File: src/pkg/serial_shift_defs.svh
// Register indices, field positions, reset values and timing counts.
// Assumes a 32-bit bus whose byte address is four times the index.
`ifndef SERIAL_SHIFT_DEFS_SVH
`define SERIAL_SHIFT_DEFS_SVH
`define IDX_ROUTE      8'hDD
`define IDX_DATA       8'hE0
`define IDX_FRAME      8'hE1
`define IDX_MODE       8'hE2
`define IDX_STATUS     8'hF0
`define IDX_MASK       8'hF1
`define MODE_RESET     8'h00
`define FRAME_RESET    8'h00
`define DATA_RESET     8'h00
`define FLAG_BIT       7
`define ROUTE_BIT      0
`define ST_FRAME_BIT   0
`define ST_STOP_BIT    1
`define CORE_DIV       12'd13
`define RATE_MAX_CODE  3'h7
`define RATE_MAX_SHIFT 4'h8
`endif

File: src/pkg/serial_shift_pkg.sv
// Types shared by the serial shift block.
// Assumes the field layout of serial_shift_defs.svh.
package serial_shift_pkg;
    typedef struct packed {
        logic       run;
        logic       irq_en;
        logic       clock_phase_select;
        logic       clk_src;
        logic       in_sel;
        logic       start_sel;
        logic       filt_off;
        logic       clock_polarity_select;
    } mode_t;
    typedef struct packed {
        logic       flag;
        logic [3:0] len;
        logic [2:0] rate;
    } frame_t;
    typedef enum logic {IDLE, RUN} shift_state_t;
endpackage

File: src/rtl/serial_shift_frame_control.sv
// Serial shift interface: frame length, bit-rate divider, shift register,
// interrupt flag and output-pin routing, behind an Avalon-MM slave.
// Assumes pins are asynchronous to sys_clk and are synchronised here.
`timescale 1ns/1ps
`include "serial_shift_defs.svh"
module serial_shift_frame_control
    import serial_shift_pkg::*;
(
    // Clock and reset
    input  wire logic        sys_clk,
    input  wire logic        arst_n,
    // Avalon-MM slave
    input  wire logic [9:0]  avs_address,
    input  wire logic        avs_read,
    input  wire logic        avs_write,
    input  wire logic [31:0] avs_writedata,
    output logic      [31:0] avs_readdata,
    output logic             avs_waitrequest,
    // Serial pins
    input  wire logic        sin_pin,
    input  wire logic        sck_in,
    output logic             sck_out,
    output logic             sck_oe_n,
    output logic             sout,
    output logic             sout_oe_n,
    // General-purpose port side of the serial-out pin
    input  wire logic        gpio_out,
    input  wire logic        gpio_oe_n,
    // Interrupt
    output logic             irq
);

    // Shift period in sys_clk cycles for a rate code
    function automatic logic [11:0] period_of(input logic [2:0] code);
        logic [3:0] sh;
        sh = (code == `RATE_MAX_CODE) ? `RATE_MAX_SHIFT : {1'b0, code};
        period_of = `CORE_DIV << sh;
    endfunction

    mode_t        mode_reg;
    frame_t       frame_reg;
    shift_state_t state_reg;
    logic [7:0]   data_reg;
    logic         route_reg;
    logic [1:0]   stat_reg;
    logic [1:0]   mask_reg;
    logic [3:0]   bit_cnt_reg;
    logic [11:0]  div_cnt_reg;
    logic         out_bit_reg;
    logic         sin_meta;
    logic         sin_s;
    logic         sck_meta;
    logic         sck_s;
    logic         sck_d;
    logic         wait_reg;
    logic [3:0]   trail_cnt;

    // Bus decode; answer one cycle after the request appears
    wire [7:0]  idx      = avs_address[9:2];
    wire        req      = avs_read | avs_write;
    wire        acc      = req & ~avs_waitrequest;
    wire        wr_acc   = acc & avs_write;
    wire        rd_acc   = acc & avs_read;
    wire [7:0]  wdata    = avs_writedata[7:0];
    wire        wr_mode  = wr_acc & (idx == `IDX_MODE);
    wire        wr_frame = wr_acc & (idx == `IDX_FRAME);
    wire        wr_data  = wr_acc & (idx == `IDX_DATA);
    wire        wr_route = wr_acc & (idx == `IDX_ROUTE);
    wire        wr_mask  = wr_acc & (idx == `IDX_MASK);
    wire        rd_stat  = rd_acc & (idx == `IDX_STATUS);
    wire [7:0]  rd_mux   = (idx == `IDX_DATA)   ? data_reg :
                           (idx == `IDX_FRAME)  ? frame_reg :
                           (idx == `IDX_MODE)   ? mode_reg :
                           (idx == `IDX_STATUS) ? {6'h00, stat_reg} :
                           (idx == `IDX_MASK)   ? {6'h00, mask_reg} : 8'h00;

    // Edge generation, master from divider, slave from the pin
    wire        running  = (state_reg == RUN);
    wire        master   = mode_reg.clk_src;
    wire [11:0] period   = period_of(frame_reg.rate);
    wire [11:0] half     = period >> 1;
    wire        lead_m   = running & (div_cnt_reg == half - 12'd1);
    wire        trail_m  = running & (div_cnt_reg == period - 12'd1);
    wire        sck_edge = sck_s ^ sck_d;
    wire        lead_s   = running & sck_edge & (sck_s != mode_reg.clock_polarity_select);
    wire        trail_s  = running & sck_edge & (sck_s == mode_reg.clock_polarity_select);
    wire        lead     = master ? lead_m : lead_s;
    wire        trail    = master ? trail_m : trail_s;
    wire        samp     = mode_reg.clock_phase_select ? trail : lead;
    wire        chg      = mode_reg.clock_phase_select ? lead : trail;
    wire        in_bit   = mode_reg.in_sel & sin_s;
    wire        start    = ~running & mode_reg.run & (~mode_reg.start_sel | sin_s);

    // Frame end and early stop; both raise the done flag
    wire        frame_end = trail & (bit_cnt_reg == 4'h1);
    wire        stop_evt  = wr_mode & mode_reg.run & ~wdata[7];
    wire        done_evt  = frame_end | stop_evt;
    wire [1:0]  stat_set  = {stop_evt, frame_end};
    // Clear only what the read returned; an event in the read's first cycle survives
    wire [1:0]  stat_next = (rd_stat ? stat_reg & ~avs_readdata[1:0] : stat_reg) | stat_set;
    wire        flag_next = done_evt | (frame_reg.flag & ~(wr_frame & ~wdata[`FLAG_BIT]));

    always_ff @(posedge sys_clk or negedge arst_n) begin
        if (!arst_n) begin
            sin_meta <= 1'b0;
            sin_s    <= 1'b0;
            sck_meta <= 1'b0;
            sck_s    <= 1'b0;
            sck_d    <= 1'b0;
        end else begin
            sin_meta <= sin_pin;
            sin_s    <= sin_meta;
            sck_meta <= sck_in;
            sck_s    <= sck_meta;
            sck_d    <= sck_s;
        end
    end

    always_ff @(posedge sys_clk or negedge arst_n) begin
        if (!arst_n) begin
            wait_reg     <= 1'b1;
            avs_readdata <= 32'h0000_0000;
        end else begin
            wait_reg     <= ~(req & wait_reg);
            avs_readdata <= {24'h00_0000, rd_mux};
        end
    end
    assign avs_waitrequest = wait_reg;

    always_ff @(posedge sys_clk or negedge arst_n) begin
        if (!arst_n) begin
            mode_reg  <= `MODE_RESET;
            route_reg <= 1'b0;
            mask_reg  <= 2'b00;
            stat_reg  <= 2'b00;
        end else begin
            if (wr_mode)
                mode_reg <= wdata;
            if (frame_end)
                mode_reg.run <= 1'b0;
            if (wr_route)
                route_reg <= wdata[`ROUTE_BIT];
            if (wr_mask)
                mask_reg <= wdata[1:0];
            // Set wins over the read that clears
            stat_reg <= stat_next;
        end
    end

    always_ff @(posedge sys_clk or negedge arst_n) begin
        if (!arst_n) begin
            frame_reg <= `FRAME_RESET;
        end else begin
            if (wr_frame & ~mode_reg.run)
                {frame_reg.len, frame_reg.rate} <= wdata[6:0];
            frame_reg.flag <= flag_next;
        end
    end

    always_ff @(posedge sys_clk or negedge arst_n) begin
        if (!arst_n) begin
            state_reg   <= IDLE;
            bit_cnt_reg <= 4'h0;
            div_cnt_reg <= 12'h000;
        end else begin
            case (state_reg)
                IDLE: begin
                    div_cnt_reg <= 12'h000;
                    if (start) begin
                        state_reg   <= RUN;
                        bit_cnt_reg <= frame_reg.len;
                    end
                end
                RUN: begin
                    div_cnt_reg <= trail_m ? 12'h000 : div_cnt_reg + 12'd1;
                    if (trail)
                        bit_cnt_reg <= bit_cnt_reg - 4'h1;
                    if (frame_end | stop_evt | ~mode_reg.run)
                        state_reg <= IDLE;
                end
                default: state_reg <= IDLE;
            endcase
        end
    end

    // Extra leading bits fall off the top of the register
    always_ff @(posedge sys_clk or negedge arst_n) begin
        if (!arst_n) begin
            data_reg    <= `DATA_RESET;
            out_bit_reg <= 1'b0;
        end else begin
            if (wr_data & ~mode_reg.run)
                data_reg <= wdata;
            else if (samp)
                data_reg <= {data_reg[6:0], in_bit};
            if (start & ~mode_reg.clock_phase_select)
                out_bit_reg <= data_reg[7];
            else if (chg)
                out_bit_reg <= data_reg[7];
        end
    end

    // Pin outputs, all registered
    always_ff @(posedge sys_clk or negedge arst_n) begin
        if (!arst_n) begin
            sck_out   <= 1'b0;
            sck_oe_n  <= 1'b1;
            sout      <= 1'b0;
            sout_oe_n <= 1'b1;
            irq       <= 1'b0;
        end else begin
            sck_oe_n <= ~master;
            if (~running)
                sck_out <= mode_reg.clock_polarity_select;
            else if (lead_m)
                sck_out <= ~mode_reg.clock_polarity_select;
            else if (trail_m)
                sck_out <= mode_reg.clock_polarity_select;
            sout      <= route_reg ? out_bit_reg : gpio_out;
            sout_oe_n <= route_reg ? 1'b0 : gpio_oe_n;
            irq       <= mode_reg.irq_en & |(stat_reg & mask_reg);
        end
    end

    // Helper: trailing edges seen in the current frame
    always_ff @(posedge sys_clk or negedge arst_n) begin
        if (!arst_n)
            trail_cnt <= 4'h0;
        else if (start)
            trail_cnt <= 4'h0;
        else if (trail)
            trail_cnt <= trail_cnt + 4'h1;
    end
endmodule

File: config.mk
export PLATFORM = sky130hd
export DESIGN_NAME = serial_shift_frame_control
export DESIGN_NICKNAME = d
export VERILOG_FILES = /design/src/pkg/serial_shift_pkg.sv /design/src/rtl/serial_shift_frame_control.sv
export VERILOG_INCLUDE_DIRS = /design/src /design/src/pkg
export SDC_FILE = /design/constraint.sdc
export NUM_CORES = 1
export LEC_CHECK = 0
export CAP_MARGIN = 20
export CORE_MARGIN = 5
export CORE_UTILIZATION = 55
export DETAILED_ROUTE_END_ITERATION = 16
export DONT_BUFFER_PORTS = 1
export PLACE_DENSITY = 0.7
export SLEW_MARGIN = 20
export SYNTH_ARGS = -nofsm -noshare
export SYNTH_HDL_FRONTEND = slang
export SYNTH_SLANG_ARGS = --single-unit
File: constraint.sdc
create_clock -name sys_clk -period 9.13 [get_ports sys_clk]
set_input_delay 2.2825 -clock sys_clk [delete_from_list [all_inputs] [get_ports sys_clk]]
set_output_delay 2.2825 -clock sys_clk [all_outputs]
set_load 0.01 [all_outputs]
# After elaboration in Yosys (flattened, before gate mapping)
# Index checks and enable logic that the tools add are counted.
dict set report word_totals {
  ff_bits 66
  input_bits 50
  output_inout_bits 38
}
dict set report op_classes {
  add_sub_neg 4
  eq_ne 15
  n_shift 1
  n_mux 30
  n_bitwise 47
  reduce_logical 5
}
# cell count
set op_table {}
lappend op_table {{$eq 8x8->1 const B} 6}
lappend op_table {{$mux 8} 6}
lappend op_table {{$and 1x1->1} 27}
lappend op_table {{$eq 12x12->1} 2}
lappend op_table {{$pmux 12 s2} 1}
lappend op_table {{$mux 1} 14}
lappend op_table {{$add 12x1->12 const B} 1}
lappend op_table {{$mux 12} 1}
lappend op_table {{$mux 4} 3}
lappend op_table {{$shl 4x4->12 const A} 1}
lappend op_table {{$sub 11x1->12 const B} 1}
lappend op_table {{$sub 12x1->12 const B} 1}
lappend op_table {{$not 1->1} 10}
lappend op_table {{$pmux 4 s2} 1}
lappend op_table {{$mux 2} 3}
lappend op_table {{$reduce_bool 2->1} 3}
lappend op_table {{$or 1x1->1} 5}
lappend op_table {{$and 2x2->2} 2}
lappend op_table {{$eq 4x1->1 const B} 1}
lappend op_table {{$sub 4x1->4 const B} 1}
lappend op_table {{$eq 3x3->1 const B} 1}
lappend op_table {{$ne 3x1->1 const B} 1}
lappend op_table {{$ne 2x1->1 const B} 1}
lappend op_table {{$ne 2x2->1 const B} 1}
lappend op_table {{8 further kinds} 8}

# Logic depth before layout (Yosys ltp)
# Gate-level depths: netlist of the first run.
dict set report logic_depth {
  word_depth 12
  ltp_mapped 14
}

# Worst setup path before layout of the first run
# OpenSTA, ideal clock, no wires.
dict set report synth_timing {
  kind {input to register}
  startpoint {input avs_address[3]}
  endpoint {register data_reg[0]}
  setup_time_ns 0.125
  t_arrival_ns 4.095
  required_time_ns 9.005
  setup_slack_ns 4.911
  stages 7
  path_buffers 1
  path_cell_list {nor3_1 > nand2_1 > or3_1 > clkbuf_1 > nand2_1 > a2bb2oi_4 > mux2_2}
}
dict set report synth_via {
  elab_chain_len 4
  word_cells_on_any_way 5
  classes_between {eq/ne (1); mux (1); bitwise (2); reduce/logical (1)}
}
# item line
set synth_lines {}
lappend synth_lines {{from (decl)} serial_shift_frame_control.sv:13} ;# input wire logic [9:0] avs_address,
lappend synth_lines {{$eq 8x8->1 (no line) (*)} n/a}
lappend synth_lines {{$and 1x1->1 (*)} serial_shift_frame_control.sv:67} ;# wire wr_data = wr_acc & (idx == `IDX_DATA);
lappend synth_lines {{$and 1x1->1 (*)} serial_shift_frame_control.sv:192} ;# if (wr_data & ~mode_reg.run)
lappend synth_lines {{$mux 8 / $reduce_bool 2->1 (equally long branches)} n/a}
lappend synth_lines {{to (signal assigned)} serial_shift_frame_control.sv:189} ;# data_reg <= `DATA_RESET;
lappend synth_lines {{to (signal assigned)} serial_shift_frame_control.sv:193} ;# data_reg <= wdata;
lappend synth_lines {{to (signal assigned)} serial_shift_frame_control.sv:195} ;# data_reg <= {data_reg[6:0], in_bit};
lappend synth_lines {{to (decl)} serial_shift_frame_control.sv:43} ;# logic [7:0] data_reg;
# Every way passes the cells marked *; elsewhere a longest branch is shown, timed or not.
# A chain may end at the register's enable or synchronous reset.

# Worst setup path in the final report of the first run
dict set report layout_timing {
  startpoint {input avs_address[3]}
  endpoint {register frame_reg[1] in the netlist's numbering}
}
dict set report layout_via {
  elab_chain_len 3
}
# item line
set layout_lines {}
lappend layout_lines {{$eq 8x8->1 (no line)} n/a}
lappend layout_lines {{$and 1x1->1} serial_shift_frame_control.sv:66} ;# wire wr_frame = wr_acc & (idx == `IDX_FRAME);
lappend layout_lines {{$and 1x1->1} serial_shift_frame_control.sv:154} ;# if (wr_frame & ~mode_reg.run)
lappend layout_lines {{to (signal assigned)} serial_shift_frame_control.sv:152} ;# frame_reg <= `FRAME_RESET;
lappend layout_lines {{to (decl)} serial_shift_frame_control.sv:41} ;# frame_t frame_reg;
# No other way between the ends.

==> results of run 1 <==
power breakdown:
group          switching (mW)  internal (mW)  leakage (nW)  total (mW)
Clock                   0.112          0.190         0.127       0.302
Sequential             0.0123          0.304         0.881       0.317
Combinational          0.0243         0.0202         0.869      0.0445
Total                   0.149          0.514          1.88       0.663
stage by stage:
step / hold WS (ns) / setup WS, ns / utilization / instance area (um^2)
after floorplan: 0.331 / 4.91 / - / 3910
final: 0.349 / 4.66 / 0.592 / 4020
after detailed placement: 0.336 / 4.33 / 0.555 / 3770
after global routing: 0.360 / 4.55 / 0.592 / 4020
after CTS: 0.349 / 4.71 / 0.592 / 4020
after global placement: 0.332 / 4.41 / 0.555 / 3770
layout by cell type, fill, tap and decap left out, types with 3 or more instances in the layout:
master	netlist	layout
nand2_1	27	27
nor2_1	31	31
a222oi_1	6	6
a22oi_1	5	5
a21oi_1	5	5
inv_1	21	21
nor2b_1	4	4
nand4_1	8	8
dfrtp_1	63	63
a21o_1	3	3
nand3_1	16	16
mux2_2	30	30
conb_1	1	24
ha_1	7	7
nand2b_1	5	5
clkbuf_8	0	10
nor3_1	8	8
a31oi_1	4	4
xnor2_1	14	14
o22ai_1	3	3
dfstp_2	3	3
xor2_1	12	12
o21ai_0	10	10
bufinv_16	0	3
and3_1	6	6
mux2i_1	7	7
routing by layer:
layer	vias up	wire, um	share of wire
li1	1287	-	-
met1	1376	3570	0.44
met2	71	3860	0.48
met3	20	441	0.055
met4	0	210	0.026
met5	-	0	0
cell usage after synthesis, types with 3 or more instances:
cell      instances  share of area
ha_1              7          0.023
clkbuf_1          8         0.0078
a22oi_1           5         0.0098
nand4_1           8          0.013
buf_4            24          0.047
inv_1            21          0.021
nand2b_1          5         0.0082
xor2_1           12          0.027
xnor2_1          14          0.032
o22ai_1           3         0.0049
and3_1            6         0.0098
buf_2             5         0.0065
a21o_1            3         0.0059
nor2_1           31          0.030
mux2i_1           7          0.018
mux2_2           30          0.088
nor3_1            8          0.010
a222oi_1          6          0.016
a31oi_1           4         0.0065
nand2_1          27          0.026
nor2b_1           4         0.0065
a21oi_1           5         0.0065
dfrtp_1          63           0.41
o21ai_0          10          0.013
nand3_1          16          0.021
dfstp_2           3          0.021
kinds of logic (layout without fill, tap and decap cells):
| kind of cell | after synthesis | after routing |
|---|---|---|
| fa+ha+maj | 7 | 7 |
| mux | 37 | 37 |
| simple gates | 127 | 127 |
| buf+inv | 63 | 38 |
| xor+xnor | 26 | 26 |
| other cells | 1 | 24 |
| compound gates | 55 | 55 |
| flops | 66 | 66 |
worst max-delay path by stage:
stage	endpoint	slack, ns	depth (start not counted)
floorplan	data_reg[0]	4.91	7
global placement	frame_reg[6]	4.41	5
detailed placement	frame_reg[1]	4.33	5
CTS	frame_reg[1]	4.71	5
global route	frame_reg[1]	4.55	5
finish	frame_reg[1]	4.66	5
worst register-to-register path, cell delays in order, from the launching register on:
cell and delay (ns):
dfrtp_1 0.84, nand2_1 0.25, nand2_1 0.15, inv_1 0.07, ha_1 0.28, o211a_1 0.26
o21ai_1 0.21, a2bb2oi_1 0.19, nand4_1 0.30, o31ai_4 0.47, a2bb2oi_4 0.34, mux2_2 0.38
layout make-up:
| type | count | area (um^2) | share of cell area |
|---|---|---|---|
| multi-input cells | 276 | 1910 | 0.475 |
| well taps | 96 | 120 | 0.0299 |
| repair buffers | 1 | 7.51 | 0.00187 |
| clock buffers | 10 | 138 | 0.0342 |
| inverters | 21 | 78.8 | 0.0196 |
| flip-flops and latches | 66 | 1660 | 0.412 |
| clock inverters | 6 | 113 | 0.0280 |
==> metrics.md, run 1 <==
| Metric | Value |
|---|---|
| Initial core utilization | 0.563 |
| Vias in the first global route | around 2800 |
| Drt first-iter violations | between 100 and 150 |
| Leak pwr | between 1.5 and 2 nW |
| FF-to-FF Start | frame_reg[2] |
| WP data required | ~9.4 ns |
| Worst Hold Depth | 0 |
| Mapped cell area | between 3000 and 4000 um^2 |
| Area delta synth->final | 5.07% |
| Fin nets | approximately 430 |
| Critical Path AT | 4.69 ns |
| Fin. max-slew vios | 0 |
| RSZ-0062 raised after global routing | false |
| I/O pins | a little under 90 |
| Worst-Margin Slew | roughly 0.77 ns |
| Filler cells | 579 |
| CTS buffer count | 9 |
| GR Util met1 | 0.259 |
| Largest family of logic cells by synthesized area | simple AND/OR/NAND/NOR gates |
| R2R cell count | 11 |
| Post-synthesis simple-gate area fraction | 0.175 |
| Routed wire length | 8080 um |
| FF-to-FF setup slack | between 5 and 6 ns |
| Wire per inst | ~17 um |
| Achievable frequency | between 200 and 250 MHz |
| Clock latency on the worst-skew pair | roughly 0.34 ns |
| Core Region | between 6000 and 7000 um^2 |
| Die height | just over 90 um |
| Crit path from | avs_address[3] |
| Root buf cell | clkbuf_8 |
| Worst stage delay on the critical path | around 0.7 ns |
| First-pass GRT wire length | 13500 um |
| Final critical-path required period | roughly 4.5 ns |
| Worst Hold End | sck_s |
| Synth Area in XOR/XNOR | 0.0595 |
| Post-synth EDFFs | 0 |
| Post-CTS Resized | 0 |
| Die X | 93.4 um |
| Setup crit end kind | register |
| Detailed Place HPWL | slightly below 6000 um |
| CTS Sinks | 66 |
| Most used cell, CP | nor3b_2 |
| Crit-path slowest cell | nor3b_2 |
| # hold bufs at CTS | 0 |
| Total GRT Usage | 0.199 |
| Htree depth | 3 |
| Worst reg2reg path endpoint | data_reg[1] |
| Total negative slack | 0 ns |
| # diodes | 0 |
| Rel. slew slack | 0.489 |
| CTS max path bufs | 2 |
| Hold Crit Class | reg2reg |
| Post-synthesis cell count | between 300 and 400 |
| Startpoint Class | primary input |
| # setup viols final | 0 |
| Compound-Gate Fraction of Synth Area | 0.112 |
| I/O Buffers | 0 |
| Post-Synth Adder-Cell Area | 0.0229 |
| DRT Pass-1 Iters | 5 |
| DR vias | about 2800 |
| Max_cap viols | 0 |
| Die area | 8720 um^2 |
| GPL Wtd Cong | about 0.90 |
| Status | complete, no violations |
| Max reg flops | 12 |
| Share of cells above drive strength 1 | 0.150 |
| Drt via density | 5.79 |
| Clk slew on worst S/H paths | about 0.070 ns |
| Clock tree from TritonCTS | done |
| Worst vdd ir | about 0.14 mV |
| Seq cells post-synth | between 60 and 70 |
| CP Cell Sequence | nor3_1 > nand4_1 > nor3b_2 > nor3b_2 > mux2_2 |
| Mux cell area share after synthesis | 0.107 |
| Synth warn | 0 |
| Setup Buffers After CTS | 0 |
| M2 GR Usage | 0.308 |
| Synth async-reset ratio | 1.00 |
| Cell Pwr Density | 165 nW/um^2 |
| Gr ovfl total | 0 |
| M3 GR Usage | 0.0547 |
| Number of antenna violations at the first check in global routing | 0 |
| Power Total | between 0.6 and 0.7 mW |
| CP delay by family, top | simple AND/OR/NAND/NOR gates |
| Syn Area/Cell | 10.0 um^2 |
| Fin crit share | 0.489 |
| Final hold vios | 0 |
| Worst-path maximum fanout | 10 |
| Row cnt | 30 |
| CP bufs+invs | 0 |
| Routed Antenna Nets | 0 |
| Pin count of the biggest net entering global routing | 67 |
| Main synth FF type | dfrtp_1 |
| Global routing's busiest layer | met2 |
| WS Path Type | in2reg |
| DP Cell Count | 460 |
| Sequential fraction of the synthesis area | 0.433 |
| Hold_sp | sck_meta |
| Count of cell types in the netlist | 58 |
| DRC | 0 |
| Post-Layout Cell Count | approximately 480 |
| Worst Clk Skew | 0.0110 ns |
Power figures use the tool's default switching activity.
==> run 2: changes to the inputs <==
--- a/config.mk
+++ b/config.mk
@@ -11,7 +11,7 @@
 export CORE_UTILIZATION = 55
 export DETAILED_ROUTE_END_ITERATION = 16
 export DONT_BUFFER_PORTS = 1
-export PLACE_DENSITY = 0.7
+export PLACE_DENSITY = 0.73
 export SLEW_MARGIN = 20
 export SYNTH_ARGS = -nofsm -noshare
 export SYNTH_HDL_FRONTEND = slang
==> constraint.sdc (replaced) <==
create_clock -name sys_clk -period 3.9 [get_ports sys_clk]
set_input_delay 0.975 -clock sys_clk [delete_from_list [all_inputs] [get_ports sys_clk]]
set_output_delay 0.975 -clock sys_clk [all_outputs]
set_load 0.01 [all_outputs]
==> run 2 against run 1 <==
Compared with the run above: flip-flop and latch count is the same; first-iteration DRC count increased by 120%; largest cell class unchanged; combinational power rose by 140%; hold slack got worse by 0.032 ns; worst setup slack worse by 4.1 ns; critical path type is now reg2reg.
==> metrics.md, run 2 (synthesized netlist as in run 1, its figures left out) <==
| Metric | Value |
|---|---|
| Hold Crit Class | in2async |
| Commonest cells after routing, fill and taps aside | dfrtp_1, nor2_1, mux2_2 |
| Core Region | 6790 um^2 (unchanged) |
| Routed wl met3 | 665 um (+51%) |
| Met1 Routed Length | 3420 um (-4.1%) |
| Rel. slew slack | 0.495 (+0.00600) |
| Cell Pwr Density | 357 nW/um^2 (+120%) |
| Commonest non-fill, non-tap cell in the layout | dfrtp_1 |
| Die area | 8720 um^2 (unchanged) |
| Setup crit end kind | register |
| Register area | 1660 um^2 (unchanged) |
| Worst reg2reg path endpoint | data_reg[6] |
| DP Cell Count | 464 (+0.87%) |
| DRT Pass-1 Iters | 5 (unchanged) |
| Root buf cell | clkbuf_8 |
| Fin crit share | 0.867 |
| Worst vdd ir | 0.351 mV (+150%) |
| Row cnt | 30 (unchanged) |
| Total GRT Usage | 0.199 (about the same) |
| Leak pwr | 1.87 nW (-0.29%) |
| I/O Buffers | 0 (unchanged) |
| Startpoint Class | register |
| First-pass GRT wire length | 13600 um (+0.82%) |
| Htree depth | 3 (unchanged) |
| GPL Wtd Cong | 0.853 (-5.7%) |
| Filler cells | 576 (-0.52%) |
| Post-Layout Cell Count | 480 (+0.84%) |
| Met2 Wirelength | 3820 um (-1.0%) |
| # diodes | 0 (unchanged) |
| Worst-Margin Slew | 0.754 ns (-0.0123 ns) |
| Initial core utilization | 0.563 (unchanged) |
| DRC | 0 (unchanged) |
| RSZ-0062 raised after global routing | false |
| DR vias | 2764 (+0.36%) |
| CTS max path bufs | 2 (unchanged) |
| Clock tree from TritonCTS | done |
| Detailed Place HPWL | 5790 um (-0.80%) |
| WS Path Type | reg2reg |
| Gr ovfl total | 0 (unchanged) |
| Final critical-path required period | approximately 3.4 ns |
| Total negative slack | 0 ns (unchanged) |
| FF-to-FF Start | frame_reg[1] |
| Setup Buffers After CTS | 0 (unchanged) |
| Worst-path maximum fanout | 9 (-1) |
| # hold bufs at CTS | 0 (unchanged) |
| Routed Antenna Nets | 0 (unchanged) |
| Power Total | 1.43 mW (+120%) |
| Fin. max-slew vios | 0 (unchanged) |
| Worst Clk Skew | 0.00831 ns (-0.00271 ns) |
| Multi-input gate area | 1910 um^2 (unchanged) |
| Number of antenna violations at the first check in global routing | 0 (unchanged) |
| Post-CTS Resized | 0 (unchanged) |
| Status | complete, no violations |
| CTS Sinks | 66 (unchanged) |
| Drt first-iter violations | 234 (+120%) |
| Clk slew on worst S/H paths | 0.08 ns (about the same) |
| Fin nets | 436 (+0.93%) |
| Wire per inst | 16.8 um (-0.99%) |
| Die height | 93.4 um (unchanged) |
| Max_cap viols | 0 (unchanged) |
| R2R cell count | 11 (unchanged) |
| Final hold vios | 0 (unchanged) |
| Final cell utilization of the core | 0.589 (-0.00276) |
| Vias in the first global route | 2759 (-0.47%) |
| Die X | 93.4 um (unchanged) |
| Max reg flops | 12 (unchanged) |
| Drt via density | 5.76 (-0.47%) |
| Share of cells above drive strength 1 | 0.159 (+0.00885) |
| Routed wire length | 8060 um (-0.16%) |
| # setup viols final | 0 (unchanged) |
| FF-to-FF setup slack | 0.52 ns (-4.78 ns) |
| Pin count of the biggest net entering global routing | 67 (unchanged) |
| Achievable frequency | between 200 and 300 MHz |
| Critical Path AT | 3.61 ns (-1.08 ns) |
| Top routing layer in use | met4 |
| Clock latency on the worst-skew pair | 0.34 ns (about the same) |
| WP data required | 4.13 ns (-5.23 ns) |
| I/O pins | 88 (unchanged) |
| CTS buffer count | 9 (unchanged) |
| Area delta synth->final | 4.58% |
==> run 2: critical path: stages, from the launching register on <==
cell	delay, ns
dfrtp_1	0.51
nand2_1	0.17
nand2_1	0.12
inv_1	0.07
ha_1	0.29
o211a_1	0.26
o21ai_1	0.22
a2bb2oi_1	0.18
nand4_1	0.28
o31ai_4	0.46
a2bb2oi_4	0.33
mux2_2	0.38
==> run 2: per-layer routing <==
metal,vias to the layer above,track usage
met5,-,0
met4,0,0.0684
met3,16,0.0555
met2,111,0.316
met1,1350,0.260
li1,1287,-
==> run 2: area by class of cell <==
| class | instances | area share |
|---|---|---|
| multi-input combinational | 276 | 0.477 |
| sequential | 66 | 0.414 |
| clock buffer | 9 | 0.0310 |
| tap | 96 | 0.0300 |
| inverter | 21 | 0.0197 |
| clock inverter | 7 | 0.0194 |
| timing repair buffer | 5 | 0.00938 |
==> run 2: worst max-delay path by stage <==
stage | start | endpoint | slack, ns | cells after the start
finish | frame_reg[1] | data_reg[6] | 0.52 | 11
global route | frame_reg[0] | data_reg[2] | 0.28 | 11
CTS | frame_reg[1] | data_reg[0] | 0.53 | 11
detailed placement | frame_reg[1] | data_reg[6] | 0.52 | 11
global placement | frame_reg[0] | data_reg[6] | 0.60 | 11
floorplan | avs_address[3] | data_reg[0] | 0.99 | 7
==> run 2: through the flow <==
step | area, um^2 | worst slack [ns] | hold WS [ns]
final | 4000 | 0.519 | 0.317
after floorplan | 3910 | 0.988 | 0.331
after detailed placement | 3800 | 0.524 | 0.336
after CTS | 4000 | 0.528 | 0.311
after global placement | 3800 | 0.596 | 0.333
after global routing | 4000 | 0.284 | 0.300
==> run 2: power by group <==
| part | internal (mW) | switching, mW | total (mW) |
|---|---|---|---|
| combinational | 0.0490 | 0.0594 | 0.108 |
| clock | 0.299 | 0.283 | 0.582 |
| sequential | 0.712 | 0.0260 | 0.738 |
| total | 1.06 | 0.368 | 1.43 |
